`config.mk`:
```
export PLATFORM = sky130hd
export DESIGN_NAME = tp_link_polarity_collision_ctl
export DESIGN_NICKNAME = d
export VERILOG_FILES = /design/src/pkg/tp_ctl_pkg.sv /design/src/tp_link_polarity_collision_ctl.sv
export SDC_FILE = /design/constraint.sdc
export NUM_CORES = 1
export LEC_CHECK = 0
export BUFFER_PORTS_ARGS = -buffer_cell sky130_fd_sc_hd__buf_4
export CORE_MARGIN = 3
export CORE_UTILIZATION = 30
export CTS_CLUSTER_DIAMETER = 50
export DETAILED_ROUTE_END_ITERATION = 10
export GPL_TIMING_DRIVEN = 0
export HOLD_SLACK_MARGIN = 0.15
export SYNTH_ARGS = -nofsm -noshare
export SYNTH_HDL_FRONTEND = slang
export SYNTH_SLANG_ARGS = --single-unit
```
`constraint.sdc`:
```
create_clock -name clock -period 2.7 [get_ports clock]
set_input_delay 0.405 -clock clock [delete_from_list [all_inputs] [get_ports clock]]
set_output_delay 0.405 -clock clock [all_outputs]
set_load 0.01 [all_outputs]
```
`src/pkg/tp_ctl_pkg.sv`:
```
// Constants and register map for the twisted-pair link, polarity and collision block.
// Assumes a 100 MHz system clock and a 32-bit Avalon-MM slave port with waitrequest.
package tp_ctl_pkg;
  // Clock and bit timing
  localparam int unsigned CLK_MHZ         = 100;
  localparam int unsigned BIT_TIME_NS     = 100;
  localparam int unsigned BIT_CYCLES      = (BIT_TIME_NS * CLK_MHZ) / 1000;
  // Clash hold, 1.5 bit times, rounded down
  localparam int unsigned CLASH_HOLD_NS   = 150;
  localparam int unsigned CLASH_CYCLES    = (CLASH_HOLD_NS * CLK_MHZ) / 1000;
  // Collision tail, 2 bit times
  localparam int unsigned COL_TAIL_BITS   = 2;
  localparam int unsigned COL_TAIL_CYCLES = COL_TAIL_BITS * BIT_CYCLES;
  // Link pulse counts
  localparam int unsigned LINK_PULSES     = 5;
  // Link loss time and beat period, in microseconds
  localparam int unsigned LINK_LOSS_US    = 100000;
  localparam int unsigned BEAT_PERIOD_US  = 16000;
  localparam int unsigned LINK_LOSS_CYC   = LINK_LOSS_US * CLK_MHZ;
  localparam int unsigned BEAT_CYC        = BEAT_PERIOD_US * CLK_MHZ;
  // Register byte offsets
  localparam logic [3:0] MODE_OFFSET      = 4'h0;
  localparam logic [3:0] STATUS_OFFSET    = 4'h4;
  localparam logic [3:0] TXERR_OFFSET     = 4'h8;
  // Mode register fields
  localparam int unsigned MODE_PORT_BIT   = 0;
  localparam int unsigned MODE_LRT_BIT    = 9;
  localparam int unsigned MODE_DLNK_BIT   = 12;
  localparam logic [15:0] MODE_RESET      = 16'h0001;
  // Status register fields
  localparam int unsigned ST_LINK_BIT     = 0;
  localparam int unsigned ST_POL_BIT      = 1;
  localparam int unsigned ST_XMT_BIT      = 2;
  localparam int unsigned ST_RCV_BIT      = 3;
  localparam int unsigned ST_COL_BIT      = 4;
  localparam int unsigned ST_LOCK_BIT     = 5;
  localparam int unsigned ST_CLASH_BIT    = 6;
  // Transmit descriptor word carrier-lost bit
  localparam int unsigned CARRIER_LOST_ERROR_BIT        = 11;
  // Link states
  typedef enum logic [0:0] {
    LINK_FAIL = 1'b0,
    LINK_PASS = 1'b1
  } link_state_t;
  // Polarity correction states
  typedef enum logic [1:0] {
    POL_ARMED = 2'b00,
    POL_FIRST = 2'b01,
    POL_LOCK  = 2'b10
  } pol_state_t;
endpackage : tp_ctl_pkg

```
`src/tp_link_polarity_collision_ctl.sv`:
```
// Link integrity, receive polarity, collision and carrier-loss control for a 10 Mb/s port.
// Assumes pulse and packet qualifiers come from the analog front end, synchronous to clock.
//
// The address map and register access over Avalon-MM were left to the implementer.
`timescale 1ns/1ps
// Overview of operation
// - Clash input raises the internal clash signal, held 1.5 bit times after.
// - Clock recovery needs bits 1010, locks on second zero's mid-cell fall; left to the analog codec, not in this block.
// - Each Manchester bit sampled at a quarter bit time; done in the analog codec, not in this block.
// - AUI port: missing or dropped loopback carrier sets carrier-lost bit 11 afterwards.
// - Mode bit 9 picks standard or low receive thresholds.
// - Link beats sent on twisted pair while transmit idle, whatever the link-check disable.
// - Link checking on: no beats and no data means Link Fail.
// - Link Fail blocks tx, rx, loopback, collision until data or over 5 pulses.
// - Link-good status and LED off in Link Fail, on when link works.
// - Hardware reset forces Link Fail; software reset leaves state alone.
// - Link checking off keeps driver, receiver, loopback, collision enabled.
// - Polarity detection armed after reset or Link Fail, from beats and delimiters.
// - Link Fail accepts either beat polarity; leaves after 6 same-polarity beats.
// - Entering Link Pass sets polarity from last 5 beats; only those accepted after.
// - Correction stays armed until two consecutive same-polarity delimiter packets.
// - First delimiter packet sets polarity; confirming second locks, else latest wins.
// - Invalid delimiter packets never alter polarity.
// - Locked polarity stays locked until Link Fail or hardware reset.
// - Reversed-wiring flag follows inverted polarity; readable and sent to an LED.
// - Link Fail with link checking on keeps transmit, receive and collision flags inactive.
// - Changing from AUI to twisted pair forces Link Fail.
// - Rx and tx both active raise collision; holds 2 bit times after one idles.
module tp_link_polarity_collision_ctl #(
  parameter int unsigned LINK_LOSS = tp_ctl_pkg::LINK_LOSS_CYC,
  parameter int unsigned BEAT_GAP  = tp_ctl_pkg::BEAT_CYC
) (
  // Clock and reset
  input  wire logic        clock,
  input  wire logic        rstn,
  // Avalon-MM slave
  input  wire logic [3:0]  address,
  input  wire logic        read,
  input  wire logic        write,
  input  wire logic [31:0] writedata,
  input  wire logic [3:0]  byteenable,
  output logic      [31:0] readdata,
  output logic             waitrequest,
  // Software reset strobe, no effect on link state
  input  wire logic        soft_reset,
  // Twisted-pair receive qualifiers and local transmit request
  input  wire logic        link_pulse,
  input  wire logic        link_pulse_neg,
  input  wire logic        rx_data_active,
  input  wire logic        packet_end,
  input  wire logic        end_delimiter_ok,
  input  wire logic        end_delimiter_neg,
  input  wire logic        tx_request,
  // Attachment-unit side
  input  wire logic        clash_input_pair,
  input  wire logic        aui_rx_pair,
  // Status and control outputs
  output logic             link_led_output,
  output logic             reversed_wiring_flag,
  output logic             tx_active_flag,
  output logic             rx_active_flag,
  output logic             col_active_flag,
  output logic             internal_clash_signal,
  output logic             tx_beat_pulse,
  output logic             tp_enable,
  output logic             low_rx_threshold_sel
);
  import tp_ctl_pkg::*;
  localparam int unsigned CW = 32;
  logic [15:0]   mode_control_reg;
  link_state_t   link_state;
  pol_state_t    pol_state;
  logic          link_good_status;
  logic [2:0]    beat_count;
  logic          beat_pol;
  logic [CW-1:0] loss_count;
  logic [CW-1:0] beat_timer;
  logic [3:0]    clash_count;
  logic [4:0]    clash_quiet;
  logic [4:0]    col_count;
  logic          rx_inverted;
  logic          carrier_lost_error;
  logic          aui_tx_seen_crs;
  logic          aui_crs_dropped;
  logic          tx_prev;
  logic          port_prev;
  logic          func_enable;
  logic          tp_selected;
  logic          link_check_disable;
  logic          beat_ok;
  logic          beat_is_neg;
  logic          force_fail;

  // Saturating counter step used by several timers
  function automatic logic [CW-1:0] dec_sat(input logic [CW-1:0] v);
    return (v == '0) ? '0 : v - 32'h0000_0001;
  endfunction : dec_sat

  assign tp_selected        = mode_control_reg[MODE_PORT_BIT];
  assign link_check_disable = mode_control_reg[MODE_DLNK_BIT];
  assign beat_is_neg        = link_pulse_neg ^ rx_inverted;
  // After Link Pass only the learned polarity counts
  assign beat_ok = link_pulse && (link_state == LINK_FAIL || !beat_is_neg);
  // Port change from AUI to twisted pair
  assign force_fail = tp_selected && !port_prev;
  assign func_enable = tp_selected && (link_check_disable || link_state == LINK_PASS);

  // Avalon slave: single wait cycle, then answer
  always_ff @(posedge clock or negedge rstn) begin
    if (!rstn) begin
      waitrequest <= 1'b1;
    end else begin
      waitrequest <= !(waitrequest && (read || write)) ;
    end
  end

  // Register writes taken at the edge where waitrequest is low
  always_ff @(posedge clock or negedge rstn) begin
    if (!rstn) begin
      mode_control_reg <= MODE_RESET;
    end else if (write && !waitrequest && address == MODE_OFFSET) begin
      if (byteenable[0]) mode_control_reg[7:0]  <= writedata[7:0];
      if (byteenable[1]) mode_control_reg[15:8] <= writedata[15:8];
    end
  end

  // Read mux, unmapped reads return zero
  always_ff @(posedge clock or negedge rstn) begin
    if (!rstn) begin
      readdata <= 32'h0000_0000;
    end else if (read && waitrequest) begin
      case (address)
        MODE_OFFSET:   readdata <= {16'h0000, mode_control_reg};
        STATUS_OFFSET: readdata <= {25'h000_0000, internal_clash_signal,
                                    pol_state == POL_LOCK, col_active_flag,
                                    rx_active_flag, tx_active_flag,
                                    rx_inverted, link_good_status};
        // Carrier-lost bit at descriptor bit position
        TXERR_OFFSET:  readdata <= {20'h0_0000, carrier_lost_error, 11'h000};
        default:       readdata <= 32'h0000_0000;
      endcase
    end
  end

  // Registered copies: port history, wiring flag and threshold select
  always_ff @(posedge clock or negedge rstn) begin
    if (!rstn) begin
      port_prev            <= 1'b0;
      reversed_wiring_flag <= 1'b0;
      low_rx_threshold_sel <= 1'b0;
    end else begin
      // Port history for the AUI-to-twisted-pair change
      port_prev            <= tp_selected;
      reversed_wiring_flag <= rx_inverted;
      // Threshold select drives the analog receiver
      low_rx_threshold_sel <= mode_control_reg[MODE_LRT_BIT];
    end
  end

  // Link integrity machine; soft_reset deliberately unused here
  always_ff @(posedge clock or negedge rstn) begin
    if (!rstn) begin
      link_state <= LINK_FAIL;
      beat_count <= 3'h0;
      beat_pol   <= 1'b0;
      loss_count <= '0;
    end else if (force_fail) begin
      link_state <= LINK_FAIL;
      beat_count <= 3'h0;
    end else begin
      case (link_state)
        LINK_FAIL: begin
          if (link_pulse) begin
            beat_pol   <= beat_is_neg;
            beat_count <= (beat_count != 3'h0 && beat_pol != beat_is_neg) ? 3'h1
                        : beat_count + 3'h1;
          end
          // Data or over 5 pulses leave Link Fail
          if (rx_data_active || (link_pulse && beat_count >= 3'(LINK_PULSES)
                                 && beat_pol == beat_is_neg)) begin
            link_state <= LINK_PASS;
            loss_count <= LINK_LOSS;
          end
        end
        LINK_PASS: begin
          beat_count <= 3'h0;
          // Silence for the loss time drops the link
          if (beat_ok || rx_data_active) begin
            loss_count <= LINK_LOSS;
          end else if (!link_check_disable && loss_count == '0) begin
            link_state <= LINK_FAIL;
          end else begin
            loss_count <= dec_sat(loss_count);
          end
        end
        default: link_state <= LINK_FAIL;
      endcase
    end
  end

  always_ff @(posedge clock or negedge rstn) begin
    if (!rstn) begin
      link_good_status <= 1'b0;
      link_led_output  <= 1'b0;
    end else begin
      link_good_status <= link_state == LINK_PASS;
      link_led_output  <= link_state == LINK_PASS;
    end
  end

  // Polarity detection, re-armed on Link Fail
  always_ff @(posedge clock or negedge rstn) begin
    if (!rstn) begin
      pol_state   <= POL_ARMED;
      rx_inverted <= 1'b0;
    end else if (link_state == LINK_FAIL) begin
      pol_state <= POL_ARMED;
      // Polarity of the beats that pass the link
      if (link_pulse && beat_count >= 3'(LINK_PULSES) && beat_pol == beat_is_neg)
        rx_inverted <= rx_inverted ^ beat_is_neg;
    end else if (packet_end && end_delimiter_ok) begin
      case (pol_state)
        POL_ARMED: begin
          rx_inverted <= end_delimiter_neg;  // Raw polarity is the inversion itself
          pol_state   <= POL_FIRST;
        end
        POL_FIRST: begin
          if (end_delimiter_neg != rx_inverted) rx_inverted <= end_delimiter_neg;
          else                                  pol_state   <= POL_LOCK;
        end
        // Locked until Link Fail or reset
        POL_LOCK: pol_state <= POL_LOCK;
        default:  pol_state <= POL_ARMED;
      endcase
    end
  end

  // Activity flags gated by link function
  always_ff @(posedge clock or negedge rstn) begin
    if (!rstn) begin
      tx_active_flag <= 1'b0;
      rx_active_flag <= 1'b0;
      tp_enable      <= 1'b0;
    end else begin
      tx_active_flag <= func_enable && tx_request;
      rx_active_flag <= func_enable && rx_data_active;
      tp_enable      <= func_enable;
    end
  end

  // Collision while both active, 2-bit tail
  always_ff @(posedge clock or negedge rstn) begin
    if (!rstn) begin
      col_active_flag <= 1'b0;
      col_count       <= 5'h00;
    end else if (!func_enable) begin
      col_active_flag <= 1'b0;
      col_count       <= 5'h00;
    end else if (tx_request && rx_data_active) begin
      col_active_flag <= 1'b1;
      col_count       <= 5'(COL_TAIL_CYCLES);
    end else if (col_count != 5'h00) begin
      col_count <= col_count - 5'h01;
    end else begin
      col_active_flag <= 1'b0;
    end
  end

  // Clash hold after the last cycle the clash input is high
  always_ff @(posedge clock or negedge rstn) begin
    if (!rstn) begin
      clash_quiet           <= 5'h1f;
      clash_count           <= 4'h0;
      internal_clash_signal <= 1'b0;
    end else begin
      if (clash_input_pair)           clash_quiet <= 5'h00;
      else if (clash_quiet != 5'h1f) clash_quiet <= clash_quiet + 5'h01;
      if (clash_input_pair) begin
        internal_clash_signal <= 1'b1;
        clash_count           <= 4'(CLASH_CYCLES);
      end else if (clash_count != 4'h0) begin
        clash_count <= clash_count - 4'h1;
      end else begin
        internal_clash_signal <= 1'b0;
      end
    end
  end

  // Beat pulses while twisted pair selected and transmit idle, regardless of disable bit
  always_ff @(posedge clock or negedge rstn) begin
    if (!rstn) begin
      beat_timer    <= '0;
      tx_beat_pulse <= 1'b0;
    end else begin
      tx_beat_pulse <= 1'b0;
      if (tx_request || !tp_selected) begin
        beat_timer <= BEAT_GAP;
      end else if (beat_timer == '0) begin
        beat_timer    <= BEAT_GAP;
        tx_beat_pulse <= 1'b1;
      end else begin
        beat_timer <= dec_sat(beat_timer);
      end
    end
  end

  // AUI loopback carrier check over one transmission
  always_ff @(posedge clock or negedge rstn) begin
    if (!rstn) begin
      tx_prev            <= 1'b0;
      aui_tx_seen_crs    <= 1'b0;
      aui_crs_dropped    <= 1'b0;
      carrier_lost_error <= 1'b0;
    end else begin
      tx_prev <= tx_request;
      if (tx_request && !tx_prev) begin
        aui_tx_seen_crs <= aui_rx_pair;
        aui_crs_dropped <= 1'b0;
      end else if (tx_request) begin
        if (aui_rx_pair) aui_tx_seen_crs <= 1'b1;
        else if (aui_tx_seen_crs) aui_crs_dropped <= 1'b1;
      end
      // Set beats a same-cycle clear by write
      if (!tx_request && tx_prev && !tp_selected && (!aui_tx_seen_crs || aui_crs_dropped))
        carrier_lost_error <= 1'b1;
      else if (write && !waitrequest && address == TXERR_OFFSET && writedata[CARRIER_LOST_ERROR_BIT])
        carrier_lost_error <= 1'b0;
    end
  end

  // Recovery and decoding sit in the analog codec; 100 ns bit.
  // Assertions
  link_fail_flags_a: assert property (@(posedge clock) disable iff (!rstn)
    (link_state == LINK_FAIL && !link_check_disable) |=> !tx_active_flag && !rx_active_flag)
    else $error("activity flag set in Link Fail");
  port_change_a: assert property (@(posedge clock) disable iff (!rstn)
    force_fail |=> link_state == LINK_FAIL)
    else $error("port change did not force Link Fail");
  link_led_a: assert property (@(posedge clock) disable iff (!rstn)
    ##1 link_led_output == ($past(link_state) == LINK_PASS))
    else $error("link LED mismatch");
  pol_flag_a: assert property (@(posedge clock) disable iff (!rstn)
    ##1 reversed_wiring_flag == $past(rx_inverted))
    else $error("reversed wiring flag wrong");
  clash_hold_a: assert property (@(posedge clock) disable iff (!rstn)
    (clash_quiet <= 5'(CLASH_CYCLES)) |-> internal_clash_signal)
    else $error("clash released early");
  col_tail_a: assert property (@(posedge clock) disable iff (!rstn)
    (func_enable && tx_request && rx_data_active) ##1 !(tx_request && rx_data_active)
      && func_enable |-> col_active_flag)
    else $error("collision tail missing");
  lock_hold_a: assert property (@(posedge clock) disable iff (!rstn)
    (pol_state == POL_LOCK && link_state == LINK_PASS && !force_fail) |=>
      pol_state == POL_LOCK || $past(link_state) != link_state)
    else $error("polarity lock lost");
  invalid_etd_a: assert property (@(posedge clock) disable iff (!rstn)
    (link_state == LINK_PASS && !(packet_end && end_delimiter_ok) && !force_fail)
      |=> $stable(rx_inverted))
    else $error("polarity changed without valid delimiter");
endmodule : tp_link_polarity_collision_ctl

```
# Yosys cells after proc, flatten, opt, wreduce, memory -nomap -nowiden
# Cells that the tools add are included.
# word_totals
ff_bits	144
# op_classes
addsub	5
magnitude_cmp	1
n_eq_ne	18
muxes	47
n_bitwise	4
n_reduce_logical	58
# ops
cell	n
$mux W32	6
$logic_not A32 Y1	2
$pmux W32 S2	1
$sub A32 B1 Y32 const B	2
$pmux W16 S3	1
$mux W1	24
$logic_and A1 B1 Y1	21
$mux W5	3
$ne A3 B3 Y1 const B	5
$reduce_bool A2 Y1	6
$logic_not A1 Y1	9
$mux W3	3
$reduce_and A3 Y1	3
$mux W4	2
$reduce_and A2 Y1	4
$logic_or A1 B1 Y1	7
$mux W2	3
$ne A2 B1 Y1 const B	3
$ne A3 B1 Y1 const B	2
$pmux W2 S3	1
$pmux W3 S2	1
$reduce_bool A5 Y1	1
$sub A5 B1 Y5 const B	1
$eq A4 B3 Y1 const B	1
17 further kinds	21

# Logic depth before layout (Yosys ltp)
# logic_depth
word_depth	8
depth_mapped	9

# Worst setup path before layout
# Ideal clock, no wire load.
# synth_path
kind	flip-flop to flip-flop
from	register loss_count[18]
to	register loss_count[20]
t_arrival_ns	2.483
t_required_ns	2.575
setup_slack_ns	0.091
stages_incl_launch_ff	9
n_path_buf	2
period_less_slack_ns	2.609
cell_sequence	dfrtp_1 or4_4 or4_4 or3_4 buf_6 or2_1 buf_6 a31oi_1 o21ai_1
# synth_via
elab_chain_cells	5
# synth_rtl
item	line_no	rtl
from (decl)	tp_link_polarity_collision_ctl.sv:76	logic [CW-1:0] loss_count;
from (signal assigned)	tp_link_polarity_collision_ctl.sv:193	loss_count <= dec_sat(loss_count);
$sub A32 B1 Y32 or $logic_not A32 Y1 (tied branches)	tp_link_polarity_collision_ctl.sv:96, tp_link_polarity_collision_ctl.sv:190	
$mux W32	tp_link_polarity_collision_ctl.sv:96	return (v == '0) ? '0 : v - 32'h0000_0001;
$mux W32	tp_link_polarity_collision_ctl.sv:190	end else if (!link_check_disable && loss_count == '0) begin
$mux W32	tp_link_polarity_collision_ctl.sv:188	if (beat_ok || rx_data_active) begin
$pmux W32 S2	tp_link_polarity_collision_ctl.sv:171	case (link_state)
# Several ways; a longest one is shown, not always the timed one. The select of a mux whose other input is x is not followed.
# A chain may end at the register's enable or synchronous reset.

# Worst setup path in the final report
# layout_path
from	register loss_count[20]
to	register loss_count[20]
# The elaborated chain is that of the path after synthesis.

==> qor.tcl <==
set qor(run_status) {complete, but fails checks}
set qor(failed_checks) {setup timing}
set qor(grt.overflow.total) 0
set qor(final-max-slew-violation-count) 0
set qor(syn-instance-count) 610
set qor(max-vdd-ir-drop_uv) 478
set qor(fin_worst_skew_ns) 0.00518
set qor(worstPathCellList) {or4_4, or4_4, or3_4, buf_8, or2_1, buf_6, a31oi_2, o21ai_1}
set qor(first_iter_violations) 240
set qor(setup.reg_to_reg.worst_slack_ns) -0.04
set qor(layout-drive-gt1-share_pct) 23.7
set qor(synthesis.yosys.warnings) 0
set qor(htreeDepth) 4
set qor(setup.worst_path.start_class) {flop}
set qor(maxClockFrequency_mhz) 365
set qor(design.final.nets) 788
set qor(rsz0062_at_grt) {yes}
set qor(grt.total_usage_pct) 12.3
set qor(crit_path_max_fanout) 6
set qor(grt_start_max_net_pins) 75
set qor(postPlaceCellArea_mm2) 0.00711
set qor(largest_regs) {beat_timer x32, loss_count x32}
set qor(area_growth_syn_to_layout_pct) 28.5
set qor(timing.critical_path.max_delay_family) {simple AND/OR/NAND/NOR gates}
set qor(worst_hold_path_type) {primary input to flop}
set qor(final_cell_area_mm2) 0.00802
set qor(ant_nets) 0
set qor(clock_latency_ns) 0.41
set qor(layout_setup_ws_ns) -0.0402
set qor(io_pins) 96
set qor(total_power_mw) 5.98
set qor(detail_route.vias_per_cell) 4.72
set qor(totalNegativeSetupSlack_ns) -0.0642
set qor(worst_path_largest_cell_delay_ns) 0.55
set qor(drt-total-wl_um) 13800
set qor(synth_enable_flop_cells) 0
set qor(post-route-period-util_pct) 101
set qor(crit_required_ns) 3.00
set qor(hold_viol_final) 0
set qor(timing_worst_slew_pin_value_ns) 0.933
set qor(number_of_distinct_standard_cells_referenced_by_the_synthesized_netlist) 60
set qor(initial_antenna_violation_count) 0
set qor(ys_ff_latch) 128
set qor(tritoncts) {done}
set qor(floorplan.die_area_mm2) 0.0226
set qor(die_x_um) 150
set qor(number_of_buffers_created_by_cts) 17
set qor(maxCapViolCount) 0
set qor(initial_core_utilization_pct) 30.7
set qor(synth.yosys.seq_area_share_pct) 51.4
set qor(finalWorstPathRequiredPeriod_ns) 2.74
set qor(post_drt_wl_per_cell_um) 13.7
set qor(placement.io_buffers) 59
set qor(grt_pass1_vias) 4602
set qor(data_arrival_time_of_the_critical_path_ns) 3.04
set qor(clock_sink_count) 128
set qor(first_pass_grt_wire_length_um) 22400
set qor(worst_setup_hold_path_clk_slew_ns) 0.06
set qor(dieHeight_um) 150
set qor(synthFlopType) {sky130_fd_sc_hd__dfrtp_1}
set qor(synth_area_mm2) 0.00624
set qor(crit_top_cell) {sky130_fd_sc_hd__or4_4}
set qor(drt_first_pass_iters) 4
set qor(hpwlAfterDp_um) 9350
set qor(slew_headroom_pct) 37.4
set qor(antennaDiodeCount) 0
set qor(crit_slowest_cell) {sky130_fd_sc_hd__or4_4}
set qor(fillers) 1973
set qor(drt_drc_violations_left) 0
set qor(rows) 52
set qor(route.vias.total) 4745
set qor(crit_path_end_kind) {flop}
set qor(core_mm2) 0.0203
set qor(powerDensity_mw_per_mm2) 746
set qor(globalplace.congestion) 0.764
set qor(p_leak_nw) 3.56
set qor(worst-setup-path-type) {flop to flop}
set qor(async_reset_ff_share_pct) 100
set qor(clockBufferDepth) 2
set qor(clockRootBuffer) {sky130_fd_sc_hd__clkbuf_16}
set qor(final_core_utilization_pct) 39.5
set qor(setup_viol_count_final) 4
set qor(worstPathBufferInverterCount) 2
set qor(synth.avg_cell_area_um2) 10.2
what timing repair did:
item,4_1_cts,5_1_grt
hold buffers,4,0
gates resized for setup,1,35
cloned,0,2
hold endpoints to repair,56,0
buffers inserted,6,6
pin swaps,2,9
endpoints found under the setup margin,51,63
path summary, 6_finish.rpt:
| path | start | end | depth (start not counted) |
|---|---|---|---|
| hold reg to reg | link_state | link_good_status | 0 |
| hold / removal | clash_input_pair | clash_count[3] | 2 |
| min in group asynchronous | rstn | readdata[10] | 2 |
| setup reg to reg | loss_count[20] | loss_count[20] | 8 |
| max in group asynchronous | rstn | mode_control_reg[0] | 3 |
| setup / recovery | loss_count[20] | loss_count[20] | 8 |
routing by layer:
| metal | wire [µm] | global-route usage, % | up-vias | part of all wire, % |
|---|---|---|---|---|
| li1 | - | - | 2345 | - |
| met1 | 6710 | 16.4 | 2287 | 49 |
| met2 | 6270 | 19.0 | 96 | 45 |
| met3 | 618 | 3.07 | 17 | 4.5 |
| met4 | 206 | 5.03 | 0 | 1.5 |
| met5 | 0 | 0 | - | 0 |
logic make-up (layout without fill, tap and decap cells):
group	after synthesis	after routing	share of synthesized area (%)
compound gates	103	103	10.7
xor+xnor	48	48	6.98
fa+ha+maj	12	12	2.41
buf+inv	57	167	4.79
flops	128	128	51.4
mux	25	25	4.33
other cells	1	16	0.0601
simple gates	236	236	19.3
final cells by class:
cell class | count | area, µm² | share of cell area [%]
Timing Repair Buffer | 78 | 641 | 7.99
Sequential cell | 128 | 3210 | 40.0
Clock inverter | 10 | 156 | 1.95
Multi-Input combinational cell | 440 | 2870 | 35.8
Inverter | 23 | 88.8 | 1.11
Tap cell | 270 | 338 | 4.21
Clock buffer | 22 | 484 | 6.04
Buffer | 34 | 233 | 2.90
layout by cell type (no fill, tap or decap), drive strengths merged, types with 9 or more instances in the layout:
master  instances
mux2           16
clkbuf         34
nand2          49
a22o           12
or3            14
nand3          10
or4            10
nor4           19
nor2           71
o21ai          41
inv            23
nor3           29
xnor2          28
a21oi          22
xor2           19
ha             12
dfrtp         126
buf            96
conb           16
mux2i           9
worst register-to-register path, stage by stage, from the launching register on:
cell and delay, ns:
sky130_fd_sc_hd__dfrtp_1 0.38, sky130_fd_sc_hd__or4_4 0.55, sky130_fd_sc_hd__or4_4 0.47, sky130_fd_sc_hd__or3_4 0.44
sky130_fd_sc_hd__buf_8 0.15, sky130_fd_sc_hd__or2_1 0.23, sky130_fd_sc_hd__buf_6 0.14, sky130_fd_sc_hd__a31oi_2 0.19
sky130_fd_sc_hd__o21ai_1 0.08
per-stage QoR:
step                      cells  hold WS (ns)  setup WS, ns
after floorplan             625         0.109        0.0913
after CTS                   997         0.198       -0.0257
after global routing       1005         0.215        -0.119
after global placement      954         0.357        -0.152
final                      1005         0.221       -0.0402
after detailed placement    955         0.367        -0.189
Yosys cell counts, types with 2 or more instances:
| library cell | instances | area share (%) |
|---|---|---|
| sky130_fd_sc_hd__clkbuf_1 | 10 | 0.60 |
| sky130_fd_sc_hd__mux2i_1 | 9 | 1.4 |
| sky130_fd_sc_hd__o21ai_0 | 38 | 3.0 |
| sky130_fd_sc_hd__o21ai_1 | 2 | 0.16 |
| sky130_fd_sc_hd__nand3b_1 | 3 | 0.36 |
| sky130_fd_sc_hd__nor3b_1 | 3 | 0.36 |
| sky130_fd_sc_hd__or3_1 | 13 | 1.3 |
| sky130_fd_sc_hd__nand2_1 | 49 | 2.9 |
| sky130_fd_sc_hd__o31ai_1 | 5 | 0.60 |
| sky130_fd_sc_hd__inv_1 | 22 | 1.3 |
| sky130_fd_sc_hd__xor2_1 | 19 | 2.7 |
| sky130_fd_sc_hd__or4_4 | 2 | 0.36 |
| sky130_fd_sc_hd__and4b_1 | 2 | 0.32 |
| sky130_fd_sc_hd__or4_1 | 8 | 0.96 |
| sky130_fd_sc_hd__nand4b_1 | 2 | 0.28 |
| sky130_fd_sc_hd__mux2_2 | 16 | 2.9 |
| sky130_fd_sc_hd__nand3_1 | 10 | 0.80 |
| sky130_fd_sc_hd__nor2_1 | 70 | 4.2 |
| sky130_fd_sc_hd__nor2b_1 | 5 | 0.50 |
| sky130_fd_sc_hd__a21oi_1 | 22 | 1.8 |
| sky130_fd_sc_hd__xnor2_1 | 28 | 3.9 |
| sky130_fd_sc_hd__a31oi_1 | 5 | 0.50 |
| sky130_fd_sc_hd__and3_1 | 2 | 0.20 |
| sky130_fd_sc_hd__a22o_1 | 12 | 1.7 |
| sky130_fd_sc_hd__dfstp_2 | 2 | 0.84 |
| sky130_fd_sc_hd__nand4_1 | 3 | 0.30 |
| sky130_fd_sc_hd__buf_6 | 2 | 0.36 |
| sky130_fd_sc_hd__nor3_1 | 28 | 2.2 |
| sky130_fd_sc_hd__nand2b_1 | 6 | 0.60 |
| sky130_fd_sc_hd__buf_4 | 17 | 2.0 |
| sky130_fd_sc_hd__and2_1 | 3 | 0.30 |
| sky130_fd_sc_hd__dfrtp_1 | 126 | 51 |
| sky130_fd_sc_hd__buf_2 | 5 | 0.40 |
| sky130_fd_sc_hd__ha_1 | 12 | 2.4 |
| sky130_fd_sc_hd__o211ai_1 | 4 | 0.48 |
| sky130_fd_sc_hd__o21a_1 | 2 | 0.24 |
| sky130_fd_sc_hd__a211o_1 | 3 | 0.42 |
| sky130_fd_sc_hd__nor4_1 | 18 | 1.8 |
power breakdown:
part | internal, mW | leakage, nW | total (mW) | switching, mW
Clock | 1.64 | 0.316 | 2.45 | 0.815
Combinational | 0.512 | 1.61 | 1.29 | 0.780
Sequential | 2.10 | 1.63 | 2.23 | 0.131
Note: power is estimated with default switching activity, not from simulation.
